===== src/rtl/uart_pkg.sv =====
`default_nettype none
package uart_pkg;
  localparam int NUM_PORTS = 2;

  // Special-function register addresses
  localparam logic [7:0] UART0_CONTROL_ADDR = 8'h98;
  localparam logic [7:0] UART0_DATA_ADDR    = 8'h99;
  localparam logic [7:0] UART1_CONTROL_ADDR = 8'hd8;
  localparam logic [7:0] UART1_DATA_ADDR    = 8'hd9;
  localparam logic [7:0] CONTROL_RESET      = 8'h00;
  localparam logic [7:0] READ_UNMAPPED      = 8'h00;

  // Control register field positions
  localparam int MODE_SELECT_HI_BIT   = 7;
  localparam int MODE_SELECT_LO_BIT   = 6;
  localparam int MULTIPROC_ENABLE_BIT = 5;
  localparam int RX_ENABLE_BIT        = 4;
  localparam int TX_NINTH_BIT         = 3;
  localparam int RX_NINTH_BIT         = 2;
  localparam int TX_DONE_BIT          = 1;
  localparam int RX_DONE_BIT          = 0;

  // Mode codes as {mode_select_hi, mode_select_lo}
  localparam logic [1:0] MODE0 = 2'b00;
  localparam logic [1:0] MODE1 = 2'b01;
  localparam logic [1:0] MODE2 = 2'b10;
  localparam logic [1:0] MODE3 = 2'b11;

  // Bit-rate divisors
  localparam int OSC_DIV_MODE0    = 12;
  localparam int OSC_DIV_MODE2    = 64;
  localparam int T1_OVF_DIV       = 32;
  localparam int OVERSAMPLE       = 16;
  localparam logic [3:0] MODE0_LAST    = 4'(OSC_DIV_MODE0 - 1);
  localparam logic [3:0] MODE0_HALF    = 4'(OSC_DIV_MODE0 / 2 - 1);
  localparam logic [3:0] MODE2_TICK    = 4'(OSC_DIV_MODE2 / OVERSAMPLE);
  localparam logic [3:0] T1_TICK       = 4'(T1_OVF_DIV / OVERSAMPLE);
  localparam logic [3:0] OS_MID        = 4'(OVERSAMPLE / 2 - 1);
  localparam logic [3:0] OS_LAST       = 4'(OVERSAMPLE - 1);
  localparam logic [3:0] BITS_8        = 4'd8;
  localparam logic [3:0] FRAME_BITS_10 = 4'd10;
  localparam logic [3:0] FRAME_BITS_11 = 4'd11;

  typedef enum {TX_IDLE, TX_SEND} tx_state_t;
  typedef enum {RX_IDLE, RX_START, RX_BITS, RX_STOP, RX_SHIFT0} rx_state_t;

  function automatic logic [1:0] mode_of(input logic [7:0] ctrl);
    mode_of = {ctrl[MODE_SELECT_HI_BIT], ctrl[MODE_SELECT_LO_BIT]};
  endfunction : mode_of

  function automatic logic nine_bit(input logic [1:0] mode);
    nine_bit = mode[1];
  endfunction : nine_bit
endpackage : uart_pkg
`default_nettype wire


===== src/rtl/uart_baud_tick.sv =====
`default_nettype none
module uart_baud_tick (
  input  wire logic       clock_i,
  input  wire logic       rst_n_i,
  input  wire logic [1:0] mode_i,
  input  wire logic       doubler_i,
  input  wire logic       t1_ovf_i,
  output logic            os_tick_o,
  output logic            m0_tick_o,
  output logic            m0_half_o
);
  logic [3:0] cnt_ff;
  logic [3:0] limit;
  logic       step;
  logic       wrap;

  always_comb begin
    limit = uart_pkg::MODE0_LAST;
    step  = 1'b1;
    unique case (mode_i)
      uart_pkg::MODE0: begin
        limit = uart_pkg::MODE0_LAST;
      end
      uart_pkg::MODE2: begin
        limit = (doubler_i ? (uart_pkg::MODE2_TICK >> 1) : uart_pkg::MODE2_TICK) - 4'd1;
      end
      default: begin
        // Timer overflows clock modes 1 and 3, whatever the timer's own mode
        step  = t1_ovf_i;
        limit = (doubler_i ? (uart_pkg::T1_TICK >> 1) : uart_pkg::T1_TICK) - 4'd1;
      end
    endcase
  end

  assign wrap      = step && (cnt_ff >= limit);
  assign os_tick_o = wrap && (mode_i != uart_pkg::MODE0);
  assign m0_tick_o = wrap && (mode_i == uart_pkg::MODE0);
  assign m0_half_o = step && (mode_i == uart_pkg::MODE0) && (cnt_ff == uart_pkg::MODE0_HALF);

  always_ff @(posedge clock_i or negedge rst_n_i) begin
    if (!rst_n_i) begin
      cnt_ff <= 4'h0;
    end else if (wrap) begin
      cnt_ff <= 4'h0;
    end else if (step) begin
      cnt_ff <= cnt_ff + 4'h1;
    end
  end
endmodule : uart_baud_tick
`default_nettype wire


===== src/rtl/uart_control_and_baud.sv =====
`default_nettype none
// Behaviour
// - Bits 7:6 select mode zero to three
// - Multiprocessor enable ignored in mode zero
// - Mode one: enable gates flag on stop
// - Modes two, three: enable gates on ninth
// - Receive only while receive-allow bit set
// - Ninth transmitted bit from control field
// - Received ninth bit or stop captured
// - Transmit flag: mode0 bit eight, else stop
// - Receive flag: mode0 bit eight, else mid-stop
// - Flags cleared only by software writes
// - Mode zero rate is clock over twelve
// - Mode two rate clock over 64 or 32
// - Modes one, three: overflows times doubler over 32
// - Any timer overflow source is accepted
// - Auto-reload rate follows from overflow rate
// - Two control registers, 98h and D8h, reset 00h
// - Data write starts transmit; start bit receives, mode0: allow bit set, flag clear
// - Data write to transmitter, read from receiver
module uart_control_and_baud #(
  parameter int NUM_PORTS = uart_pkg::NUM_PORTS
) (
  input  wire logic                 clock_i,
  input  wire logic                 arst_n_i,
  input  wire logic [7:0]           sfr_addr_i,
  input  wire logic                 sfr_wr_i,
  input  wire logic [7:0]           sfr_wdata_i,
  input  wire logic                 sfr_rd_i,
  output logic      [7:0]           sfr_rdata_o,
  input  wire logic                 baud_doubler_i,
  input  wire logic [NUM_PORTS-1:0] t1_overflow_i,
  input  wire logic [NUM_PORTS-1:0] rxd_i,
  output logic      [NUM_PORTS-1:0] rxd_o,
  output logic      [NUM_PORTS-1:0] rxd_oe_o,
  output logic      [NUM_PORTS-1:0] txd_o,
  output logic      [NUM_PORTS-1:0] irq_o
);
  logic                 rst_meta_ff;
  logic                 rst_n_ff;
  logic                 doubler_ff;
  logic [NUM_PORTS-1:0] ovf_ff;
  logic [7:0]           rdata_ff;
  logic [NUM_PORTS-1:0] irq_ff;
  logic [7:0]           ctrl_ff   [NUM_PORTS];
  logic [7:0]           rx_buf_ff [NUM_PORTS];

  // Reset release through two flops
  always_ff @(posedge clock_i or negedge arst_n_i) begin
    if (!arst_n_i) begin
      rst_meta_ff <= 1'b0;
      rst_n_ff    <= 1'b0;
    end else begin
      rst_meta_ff <= 1'b1;
      rst_n_ff    <= rst_meta_ff;
    end
  end

  always_ff @(posedge clock_i or negedge rst_n_ff) begin
    if (!rst_n_ff) begin
      doubler_ff <= 1'b0;
      ovf_ff     <= '0;
    end else begin
      doubler_ff <= baud_doubler_i;
      ovf_ff     <= t1_overflow_i;
    end
  end

  function automatic logic is_ctrl_addr(input logic [7:0] addr, input int port);
    is_ctrl_addr = (port == 0) ? (addr == uart_pkg::UART0_CONTROL_ADDR)
                               : (addr == uart_pkg::UART1_CONTROL_ADDR);
  endfunction : is_ctrl_addr

  function automatic logic is_data_addr(input logic [7:0] addr, input int port);
    is_data_addr = (port == 0) ? (addr == uart_pkg::UART0_DATA_ADDR)
                               : (addr == uart_pkg::UART1_DATA_ADDR);
  endfunction : is_data_addr

  // Registered read port
  always_ff @(posedge clock_i or negedge rst_n_ff) begin
    if (!rst_n_ff) begin
      rdata_ff <= uart_pkg::READ_UNMAPPED;
    end else if (sfr_rd_i) begin
      rdata_ff <= uart_pkg::READ_UNMAPPED;
      for (int p = 0; p < NUM_PORTS; p++) begin
        if (is_ctrl_addr(sfr_addr_i, p)) begin
          rdata_ff <= ctrl_ff[p];
        end
        if (is_data_addr(sfr_addr_i, p)) begin
          rdata_ff <= rx_buf_ff[p];
        end
      end
    end
  end
  assign sfr_rdata_o = rdata_ff;

  always_ff @(posedge clock_i or negedge rst_n_ff) begin
    if (!rst_n_ff) begin
      irq_ff <= '0;
    end else begin
      for (int p = 0; p < NUM_PORTS; p++) begin
        irq_ff[p] <= ctrl_ff[p][uart_pkg::TX_DONE_BIT] | ctrl_ff[p][uart_pkg::RX_DONE_BIT];
      end
    end
  end
  assign irq_o = irq_ff;

  for (genvar g = 0; g < NUM_PORTS; g++) begin : g_port
    uart_pkg::tx_state_t tx_state_ff;
    uart_pkg::rx_state_t rx_state_ff;
    logic [10:0] tx_shift_ff;
    logic [3:0]  tx_left_ff;
    logic [3:0]  tx_os_ff;
    logic [8:0]  rx_shift_ff;
    logic [3:0]  rx_left_ff;
    logic [3:0]  rx_os_ff;
    logic        rxd_prev_ff;
    logic        txd_ff;
    logic        rxd_out_ff;
    logic        rxd_oe_ff;
    logic        ti_set_ff;
    logic        ri_set_ff;
    logic        rb8_val_ff;
    logic [1:0]  mode;
    logic        nine;
    logic        mp_en;
    logic        rx_en;
    logic        ctrl_wr;
    logic        data_wr;
    logic        os_tick;
    logic        m0_tick;
    logic        m0_half;
    logic        stop_ok;
    logic [7:0]  nxt_ctrl;
    logic        m0_last;

    assign mode    = uart_pkg::mode_of(ctrl_ff[g]);
    assign nine    = uart_pkg::nine_bit(mode);
    assign mp_en   = ctrl_ff[g][uart_pkg::MULTIPROC_ENABLE_BIT];
    assign rx_en   = ctrl_ff[g][uart_pkg::RX_ENABLE_BIT];
    assign ctrl_wr = sfr_wr_i && is_ctrl_addr(sfr_addr_i, g);
    assign data_wr = sfr_wr_i && is_data_addr(sfr_addr_i, g);
    // Closing bit time of a mode 0 transfer: no further shift clock pulse
    assign m0_last = (tx_state_ff == uart_pkg::TX_SEND) ? (tx_left_ff == 4'h0)
                                                        : (rx_left_ff == 4'h0);

    uart_baud_tick uart_baud_tick_inst (
      .clock_i   (clock_i),
      .rst_n_i   (rst_n_ff),
      .mode_i    (mode),
      .doubler_i (doubler_ff),
      .t1_ovf_i  (ovf_ff[g]),
      .os_tick_o (os_tick),
      .m0_tick_o (m0_tick),
      .m0_half_o (m0_half)
    );

    // Hardware set of a flag wins over a software clear in the same cycle
    always_comb begin
      nxt_ctrl = ctrl_ff[g];
      if (ctrl_wr) begin
        nxt_ctrl = sfr_wdata_i;
      end
      if (ti_set_ff) begin
        nxt_ctrl[uart_pkg::TX_DONE_BIT] = 1'b1;
      end
      if (ri_set_ff) begin
        nxt_ctrl[uart_pkg::RX_DONE_BIT]  = 1'b1;
        nxt_ctrl[uart_pkg::RX_NINTH_BIT] = rb8_val_ff;
      end
    end

    always_ff @(posedge clock_i or negedge rst_n_ff) begin
      if (!rst_n_ff) begin
        ctrl_ff[g] <= uart_pkg::CONTROL_RESET;
      end else begin
        ctrl_ff[g] <= nxt_ctrl;
      end
    end

    // Transmitter
    always_ff @(posedge clock_i or negedge rst_n_ff) begin
      if (!rst_n_ff) begin
        tx_state_ff <= uart_pkg::TX_IDLE;
        tx_shift_ff <= '1;
        tx_left_ff  <= 4'h0;
        tx_os_ff    <= 4'h0;
        ti_set_ff   <= 1'b0;
      end else begin
        ti_set_ff <= 1'b0;
        if (data_wr) begin
          tx_state_ff <= uart_pkg::TX_SEND;
          tx_os_ff    <= 4'h0;
          if (mode == uart_pkg::MODE0) begin
            tx_shift_ff <= {3'b111, sfr_wdata_i};
            tx_left_ff  <= uart_pkg::BITS_8;
          end else begin
            tx_shift_ff <= {1'b1, nine ? ctrl_ff[g][uart_pkg::TX_NINTH_BIT] : 1'b1,
                            sfr_wdata_i, 1'b0};
            tx_left_ff  <= nine ? uart_pkg::FRAME_BITS_11 : uart_pkg::FRAME_BITS_10;
          end
        end else if (tx_state_ff == uart_pkg::TX_SEND) begin
          if (mode == uart_pkg::MODE0) begin
            if (m0_tick) begin
              if (tx_left_ff == 4'h0) begin
                tx_state_ff <= uart_pkg::TX_IDLE;
                ti_set_ff   <= 1'b1;
              end else begin
                tx_shift_ff <= {1'b1, tx_shift_ff[10:1]};
                tx_left_ff  <= tx_left_ff - 4'h1;
              end
            end
          end else if (os_tick) begin
            tx_os_ff <= tx_os_ff + 4'h1;
            if (tx_os_ff == 4'h0) begin
              if (tx_left_ff == 4'h0) begin
                tx_state_ff <= uart_pkg::TX_IDLE;
              end else begin
                tx_shift_ff <= {1'b1, tx_shift_ff[10:1]};
                tx_left_ff  <= tx_left_ff - 4'h1;
                if (tx_left_ff == 4'h1) begin
                  ti_set_ff <= 1'b1;
                end
              end
            end
          end
        end
      end
    end

    // Receiver
    assign stop_ok = !mp_en || (nine ? rx_shift_ff[8] : rxd_i[g]);

    always_ff @(posedge clock_i or negedge rst_n_ff) begin
      if (!rst_n_ff) begin
        rx_state_ff <= uart_pkg::RX_IDLE;
        rx_shift_ff <= 9'h000;
        rx_left_ff  <= 4'h0;
        rx_os_ff    <= 4'h0;
        rxd_prev_ff <= 1'b1;
        ri_set_ff   <= 1'b0;
        rb8_val_ff  <= 1'b0;
        rx_buf_ff[g] <= 8'h00;
      end else begin
        ri_set_ff   <= 1'b0;
        rxd_prev_ff <= rxd_i[g];
        if (os_tick) begin
          rx_os_ff <= rx_os_ff + 4'h1;
        end
        if (!rx_en) begin
          rx_state_ff <= uart_pkg::RX_IDLE;
        end else begin
          unique case (rx_state_ff)
            uart_pkg::RX_IDLE: begin
              if (mode == uart_pkg::MODE0) begin
                if (!ctrl_ff[g][uart_pkg::RX_DONE_BIT] && tx_state_ff == uart_pkg::TX_IDLE
                    && !data_wr && !ri_set_ff) begin
                  rx_state_ff <= uart_pkg::RX_SHIFT0;
                  rx_left_ff  <= uart_pkg::BITS_8;
                end
              end else if (rxd_prev_ff && !rxd_i[g]) begin
                rx_state_ff <= uart_pkg::RX_START;
                rx_os_ff    <= 4'h0;
              end
            end
            uart_pkg::RX_START: begin
              if (os_tick && rx_os_ff == uart_pkg::OS_MID) begin
                rx_os_ff    <= 4'h0;
                rx_left_ff  <= nine ? 4'd9 : uart_pkg::BITS_8;
                rx_state_ff <= rxd_i[g] ? uart_pkg::RX_IDLE : uart_pkg::RX_BITS;
              end
            end
            uart_pkg::RX_BITS: begin
              if (os_tick && rx_os_ff == uart_pkg::OS_LAST) begin
                rx_shift_ff <= {rxd_i[g], rx_shift_ff[8:1]};
                rx_left_ff  <= rx_left_ff - 4'h1;
                if (rx_left_ff == 4'h1) begin
                  rx_state_ff <= uart_pkg::RX_STOP;
                end
              end
            end
            uart_pkg::RX_STOP: begin
              if (os_tick && rx_os_ff == uart_pkg::OS_LAST) begin
                rx_state_ff <= uart_pkg::RX_IDLE;
                if (stop_ok) begin
                  ri_set_ff    <= 1'b1;
                  rb8_val_ff   <= nine ? rx_shift_ff[8] : rxd_i[g];
                  rx_buf_ff[g] <= nine ? rx_shift_ff[7:0] : rx_shift_ff[8:1];
                end
              end
            end
            uart_pkg::RX_SHIFT0: begin
              // Multiprocessor enable plays no part here
              // Sample only on a rising shift clock that followed a low phase
              if (m0_half && !txd_ff) begin
                rx_shift_ff <= {rxd_i[g], rx_shift_ff[8:1]};
                rx_left_ff  <= rx_left_ff - 4'h1;
              end
              if (m0_tick && rx_left_ff == 4'h0) begin
                rx_state_ff  <= uart_pkg::RX_IDLE;
                ri_set_ff    <= 1'b1;
                rb8_val_ff   <= ctrl_ff[g][uart_pkg::RX_NINTH_BIT];
                rx_buf_ff[g] <= rx_shift_ff[8:1];
              end
            end
          endcase
        end
      end
    end

    // Pins: in mode 0 the data pin is two-way and the transmit pin is the shift clock
    always_ff @(posedge clock_i or negedge rst_n_ff) begin
      if (!rst_n_ff) begin
        txd_ff     <= 1'b1;
        rxd_out_ff <= 1'b1;
        rxd_oe_ff  <= 1'b0;
      end else if (mode == uart_pkg::MODE0) begin
        rxd_oe_ff <= (tx_state_ff == uart_pkg::TX_SEND);
        if (tx_state_ff == uart_pkg::TX_SEND || rx_state_ff == uart_pkg::RX_SHIFT0) begin
          if (m0_tick) begin
            txd_ff     <= m0_last;
            rxd_out_ff <= tx_shift_ff[0];
          end else if (m0_half) begin
            txd_ff <= 1'b1;
          end
        end else begin
          txd_ff <= 1'b1;
        end
      end else begin
        rxd_oe_ff  <= 1'b0;
        rxd_out_ff <= 1'b1;
        if (tx_state_ff == uart_pkg::TX_SEND && os_tick && tx_os_ff == 4'h0) begin
          txd_ff <= (tx_left_ff == 4'h0) ? 1'b1 : tx_shift_ff[0];
        end else if (tx_state_ff == uart_pkg::TX_IDLE) begin
          txd_ff <= 1'b1;
        end
      end
    end

    assign txd_o[g]    = txd_ff;
    assign rxd_o[g]    = rxd_out_ff;
    assign rxd_oe_o[g] = rxd_oe_ff;
  end
endmodule : uart_control_and_baud
`default_nettype wire


===== config.mk =====
export PLATFORM = sky130hd
export DESIGN_NAME = uart_control_and_baud
export DESIGN_NICKNAME = d
export VERILOG_FILES = /design/src/rtl/uart_pkg.sv /design/src/rtl/uart_baud_tick.sv /design/src/rtl/uart_control_and_baud.sv
export SDC_FILE = /design/constraint.sdc
export NUM_CORES = 1
export LEC_CHECK = 0
export BUFFER_PORTS_ARGS = -buffer_cell sky130_fd_sc_hd__buf_2
export CAP_MARGIN = 20
export CORE_MARGIN = 1
export CORE_UTILIZATION = 30
export DETAILED_ROUTE_END_ITERATION = 10
export GPL_TIMING_DRIVEN = 0
export HOLD_SLACK_MARGIN = 0.08
export PLACE_DENSITY_LB_ADDON = 0.2
export SLEW_MARGIN = 20
export SYNTH_ARGS = -nofsm -noshare
export SYNTH_HDL_FRONTEND = slang
export SYNTH_SLANG_ARGS = --single-unit

===== constraint.sdc =====
create_clock -name clock_i -period 9.4 [get_ports clock_i]
set_clock_uncertainty 0.05 [all_clocks]
set_input_delay 1.41 -clock clock_i [delete_from_list [all_inputs] [get_ports clock_i]]
set_output_delay 1.41 -clock clock_i [all_outputs]
set_load 0.02 [all_outputs]

==> results of run 1 <==
## worst paths after layout
check	start	cells past startpoint	endpoint	slack (ns)
setup / recovery	ctrl_ff[15]$_DFFE_PN0P_	11	g_port[0].rb8_val_ff$_DFFE_PN0P_	5.35
hold / removal	rst_n_ff$_DFF_PN0_	0	g_port[1].rx_left_ff[1]$_DFFE_PN0P_	0.20
setup reg to reg	ctrl_ff[15]$_DFFE_PN0P_	11	g_port[0].rb8_val_ff$_DFFE_PN0P_	5.35
hold reg to reg	rst_n_ff$_DFF_PN0_	0	g_port[1].rx_left_ff[1]$_DFFE_PN0P_	0.20
max in group asynchronous	rst_n_ff$_DFF_PN0_	2	g_port[0].txd_ff$_DFFE_PN1P_	8.17
min in group clock_i	rst_meta_ff$_DFF_PN0_	0	rst_n_ff$_DFF_PN0_	0.30
## metrics by stage
step                      total power [mW]  std cells  utilization, %  hold WS (ns)
after floorplan                       1.21        790               -         0.281
after global placement                1.33       1160            33.4         0.283
after detailed placement              1.34       1163            33.7         0.214
after CTS                             2.02       1195            35.9         0.220
after global routing                  2.12       1195            35.9         0.233
final                                 2.00       1195            35.9         0.196
## worst register-to-register path: cells and delay by family, from the launching register on
kind                     cells  cell delay [ns]
buffers and inverters        3             0.64
multiplexers                 1             0.37
adder cells (fa/ha/maj)      1             0.32
AO/OA/AOI/OAI                1             0.72
AND/OR/NAND/NOR              5             1.48
flip-flops                   1             0.35
## sequential cells by signal (all words and copies together) (netlist names), 6 cells and up
name,count
g_port.rx_state_ff,6
g_port.uart_baud_tick_inst.cnt_ff,8
rx_buf_ff,16
g_port.tx_shift_ff,20
ctrl_ff,16
g_port.tx_os_ff,8
g_port.rx_shift_ff,18
g_port.rx_os_ff,8
g_port.rx_left_ff,8
g_port.tx_left_ff,8
sfr_rdata_o,8
## metal layers
metal	vias up	part of all wire [%]	track usage, %
li1	2916	-	-
met2	98	47	24.7
met4	0	1.1	3.87
met3	17	3.2	3.33
met5	-	0	0
met1	2941	49	21.2
## cell usage in the layout (no fill, tap or decap), types with 5 or more instances in the layout
master,count
nand3_1,25
nand2b_1,10
inv_1,41
mux2_4,8
mux2i_1,43
dfstp_2,26
and2_1,5
buf_2,45
and3_1,18
nor3_1,24
mux2_2,32
or3_1,5
xnor2_1,9
xor2_1,7
buf_4,6
ha_1,25
dfrtp_1,120
or2_2,5
o21ai_0,32
clkbuf_1,27
nand2_1,85
a21oi_1,49
mux4_2,8
a31oi_1,9
o22ai_1,9
nor2_1,68
o21a_1,6
nand4_1,7
clkbuf_16,17
## cells in the mapped netlist, drive strengths merged (5+ instances only)
library cell | count | area share, %
nor2 | 68 | 3.2
dfrtp | 121 | 38
ha | 25 | 4.0
buf | 16 | 1.2
mux2i | 43 | 5.5
nand3 | 25 | 1.6
clkbuf | 26 | 1.3
mux4 | 8 | 2.3
mux2 | 41 | 6.2
or3 | 5 | 0.40
nor3 | 26 | 1.8
xor2 | 7 | 0.78
nand4 | 7 | 0.56
xnor2 | 9 | 1.0
nand2b | 10 | 0.79
dfstp | 26 | 8.7
inv | 43 | 2.0
or2 | 5 | 0.40
nand2 | 85 | 4.0
and3 | 18 | 1.4
o21a | 6 | 0.57
and2 | 5 | 0.40
o22ai | 9 | 0.71
o21ai | 36 | 2.3
a31oi | 9 | 0.71
a21oi | 49 | 3.1
## cell families (layout without fill, tap and decap cells)
group / count (synthesis) / in the layout / synth area share, %
buffers and inverters: 85 / 160 / 4.52
adder cells (fa/ha/maj): 26 / 26 / 4.09
AO/OA/AOI/OAI: 148 / 148 / 11.7
AND/OR/NAND/NOR: 275 / 275 / 16.8
XOR/XNOR: 16 / 16 / 1.78
other: 1 / 1 / 0.0476
multiplexers: 92 / 92 / 14.0
flip-flops: 147 / 147 / 47.1
## cell type report
| class | instances | share of cell area, % |
|---|---|---|
| multi-input combinational | 558 | 41.8 |
| sequential | 147 | 40.6 |
| clock buffer | 23 | 5.33 |
| tap | 330 | 4.51 |
| timing repair buffer | 43 | 3.01 |
| buffer | 42 | 2.13 |
| inverter | 43 | 1.76 |
| clock inverter | 9 | 0.875 |
## power breakdown
| part | internal [mW] | total [mW] | switching, mW | leakage, nW |
|---|---|---|---|---|
| Clock | 0.390 | 0.663 | 0.272 | 0.271 |
| Sequential | 0.768 | 0.864 | 0.0961 | 1.73 |
| Combinational | 0.211 | 0.469 | 0.258 | 1.99 |
| Total | 1.37 | 2.00 | 0.626 | 3.99 |
==> results.cfg, run 1 <==
[critical_path]
slowest_delay_ns = 0.72
cp_top_family = simple AND/OR/NAND/NOR gates
crit_type = flop to flop
start_kind = flop
endpoint_kind = flop
crit_chain = buf_2, nor2_1, inv_2, clkbuf_1, ha_1, a2111oi_1, nor2_1, nand4_1, nand2_1, nand2_1, mux2_2
crit_fanout = 10
path_buf_inv = 3
cp.arrival_ns = 4.31
required_ns = 9.65
crit_slowest_cell = a2111oi_1

[sta]
rsz0062_at_grt = false
setup_violations = 0
worst_pin_slew_ns = 0.984
finalCriticalPeriod_ns = 4.05
fmax_ghz = 0.247
slew_headroom_pct = 33.9
hold_viol_final = 0
worst_slack_ns = 5.35
slew_viol_final = 0
fin_tns_setup_ns = 0
fin_crit_sh_pct = 43.1

[detailed_routing]
ant_nets = 0
route.detailed.drc = 0
firstDrtPassIters = 5
drt_iter0_markers = 391
drt-total-wl_um = 19500
wl_per_cell_um = 16.3
routed_via_density = 5.00
num_vias = 5972

[clock_network]
post_cts_buffers = 0
ctsHoldBuffers = 0
clock_path_buffers = 2
clock-root-buffer = clkbuf_16
cts.sinks = 147
htree_levels = 4
clk_pin_slew_ns = 0.06
worstSkewPairLatency_ns = 0.43
ctsResizeCount = 0
cts_tree = yes
cts_buffers = 17

[floorplanning]
dieArea_um2 = 26900
die_y_um = 164
rows = 58
start_util_pct = 31.0
coreArea_um2 = 25500
top_level_ports = 41
die_w_um = 164

[power_and_ir_drop]
power.density_nw_per_um2 = 218
leakagePower_nw = 3.99
ir_drop_mv = 0.125

[placed_design]
post-place-ws_ns = 5.17
dp_hpwl_um = 13900
gp_congestion = 0.855
placed_cell_area_um2 = 8580
numPortBuffers = 40

[synthesis]
synth_edf_count = 0
synth_cell_type_count = 71
synth_seq_cells = 147
ys_async_sr_fraction_pct = 100
synth_flop_cell = dfrtp_1
synth_fp_nets = 840
post_synth.cell_area_avg_um2 = 9.98
yosysWarningCount = 0
netlist_area_um2 = 7880
yosysSeqAreaShare_pct = 47.1
synth_cells = 790

[global_routing]
track_usage_pct = 15.5
grt_pass1_wl_um = 31800
grt_pass1_vias = 5854
antenna_found_initial = 0
gr-total-overflow = 0
grt_max_degree = 50

[cells_and_area]
fin_nets = 902
drive_gt1_share_pct = 20.3
seqCellArea_um2 = 3710
multi_input_area_um2 = 3820
fill_cells = 2611
insertedDiodeCount = 0
design_area_um2 = 9150
area_growth_syn_to_layout_pct = 16.0

[run]
maxCapViolations = 0

[run_status]
status = complete, no violations

[min_path]
hold_path_class = flop to asynchronous set/reset pin
No activity file was read; power rests on OpenSTA's default activity.
==> run 2, diff against run 1 <==
- clock period: 9.4 -> 3.48 ns (I/O delays scaled with it)
==> run 2 against run 1 <==
Effect of this change:
- design area increased by 1.7%
- via count decreased by 0.85%
- flip-flop and latch count unchanged
- clock power increased to 3.0 times the previous value
- hold slack got worse by 0.044 ns
- utilization increased by 0.62 points
- cell count unchanged
- wire length decreased by 2.2%
==> results.cfg, run 2 (synthesized netlist as in run 1, its figures left out) <==
[critical_path]
required_ns = 3.74
startpoint = ctrl_ff[7]$_DFFE_PN0P_
reg2reg_depth = 11
start_kind = flop
crit_fanout = 10
cp.arrival_ns = 3.48
reg2reg_slack_ns = 0.26
r2r_end = g_port[1].rx_shift_ff[2]$_DFFE_PN0P_
crit_type = flop to flop
timing.rr.start = ctrl_ff[7]$_DFFE_PN0P_
endpoint_kind = flop
cp-endpoint = g_port[1].rx_shift_ff[2]$_DFFE_PN0P_

[sta]
worst_slack_ns = 0.260
slew_headroom_pct = 28.9
setup_violations = 0
hold_viol_final = 0
fmax_ghz = 0.311
finalCriticalPeriod_ns = 3.22
rsz0062_at_grt = false
fin_tns_setup_ns = 0
slew_viol_final = 0
worst_pin_slew_ns = 1.06
fin_crit_sh_pct = 92.5

[cells_and_area]
fin_nets = 902
final_core_util_pct = 36.5
layout_commonest_cell = dfrtp_1
largest_register = g_port.tx_shift_ff
insertedDiodeCount = 0
area_growth_syn_to_layout_pct = 18.0
largest_reg_flops = 20
drive_gt1_share_pct = 21.4
final_cell_mix = dfrtp_1, nand2_1, nor2_1
largest_registers = g_port.tx_shift_ff (20), g_port.rx_shift_ff (18)

[min_path]
hold_path_class = input pin to flop
worstHoldStart = t1_overflow_i[1]

[global_routing]
gr-total-overflow = 0
busiest_layer = met2
grt_max_degree = 50
antenna_found_initial = 0
track_usage_pct = 15.1
grt_pass1_vias = 5842
grt_pass1_wl_um = 31500
use_met2_pct = 23.9
grtUsageMet3_pct = 3.01
grt.met1_usage_pct = 21.0

[clock_network]
post_cts_buffers = 0
worstSkewPairLatency_ns = 0.42
cts.sinks = 147
clk_pin_slew_ns = 0.06
clock-root-buffer = clkbuf_16
cts_buffers = 17
clock_path_buffers = 2
cts_tree = yes
htree_levels = 4

[run]
maxCapViolations = 0

[placed_design]
numPortBuffers = 40
dp_hpwl_um = 13700
post-place-ws_ns = -0.590
gp_congestion = 0.847

[detailed_routing]
drt_iter0_markers = 309
firstDrtPassIters = 5
num_vias = 5921
drt-total-wl_um = 19100
route.detailed.drc = 0
routed_via_density = 4.95
ant_nets = 0
wl_per_cell_um = 16.0

[power_and_ir_drop]
total_power_mw = 5.64
leakagePower_nw = 4.05
power.density_nw_per_um2 = 606
ir_drop_mv = 0.383

[floorplanning]
coreArea_um2 = 25500
dieArea_um2 = 26900
start_util_pct = 31.0
rows = 58
top_level_ports = 41
die_w_um = 164
die_y_um = 164

[run_status]
status = complete, no violations
[run 2: cell types whose count changed in the layout (fill, tap and decap cells not counted), moves of 2 or more]
| cell | change |
|---|---|
| bufinv_16 | +3 |
| clkbuf_1 | -3 |
| a2111oi_4 | +2 |
| clkbuf_2 | +2 |
| clkinv_2 | -2 |
| nor2_1 | -2 |
| nor2_2 | +2 |
[run 2: how the worst min path moves through the flow]
stage	end	slack, ns	cells past startpoint
2_1_floorplan	rst_meta_ff$_DFF_PN0_	0.18	0
3_3_place_gp	rst_meta_ff$_DFF_PN0_	0.26	1
3_5_place_dp	g_port[1].rx_left_ff[1]$_DFFE_PN0P_	0.19	0
4_1_cts	ovf_ff[1]$_DFF_PN0_	0.13	1
5_1_grt	ovf_ff[1]$_DFF_PN0_	0.13	1
6_report	ovf_ff[1]$_DFF_PN0_	0.15	1
[run 2: repair_timing]
item / CTS / global route
gates resized for setup: 6 / 9
setup endpoints to repair: 47 / 35
hold buffers: 1 / 0
pin swaps: 0 / 0
hold endpoints to repair: 2 / 0
[run 2: layout make-up]
cell class | instances | area [um2]
Clock buffer | 23 | 488
Tap cell | 330 | 413
Fill cell | 2597 | 16200
Sequential cell | 147 | 3710
Clock inverter | 9 | 153
Timing Repair Buffer | 44 | 285
Buffer | 41 | 194
Multi-Input combinational cell | 558 | 3900
Inverter | 43 | 161
[run 2: metrics by stage]
step	area, um2	instances	hold slack, ns
finish	9310	1195	0.152
global placement	8500	1160	0.259
floorplan	7890	790	0.176
detailed placement	8580	1163	0.189
CTS	9260	1195	0.130
global route	9310	1195	0.130
[run 2: power breakdown]
| part | leakage, nW | switching [mW] | internal, mW |
|---|---|---|---|
| registers | 1.73 | 0.262 | 2.07 |
| clock network | 0.305 | 0.720 | 1.27 |
| logic | 2.02 | 0.713 | 0.600 |
| total | 4.05 | 1.70 | 3.95 |
[run 2: layer usage]
layer | share of wire (%) | vias to the layer above | routed length (um)
met5 | 0 | - | 0
met4 | 0.94 | 0 | 180
met3 | 2.7 | 16 | 521
met2 | 47 | 71 | 8970
met1 | 49 | 2921 | 9430
li1 | - | 2913 | -
[run 2: critical path, cell delays in order (launching register included)]
cell and delay [ns]:
dfrtp_1 0.35, buf_2 0.20, nor2_1 0.23, inv_2 0.12, clkbuf_2 0.23, ha_1 0.30, a2111oi_4 0.47, nor4b_2 0.13
o32ai_2 0.33, or3_1 0.21, buf_6 0.18, mux2_4 0.31
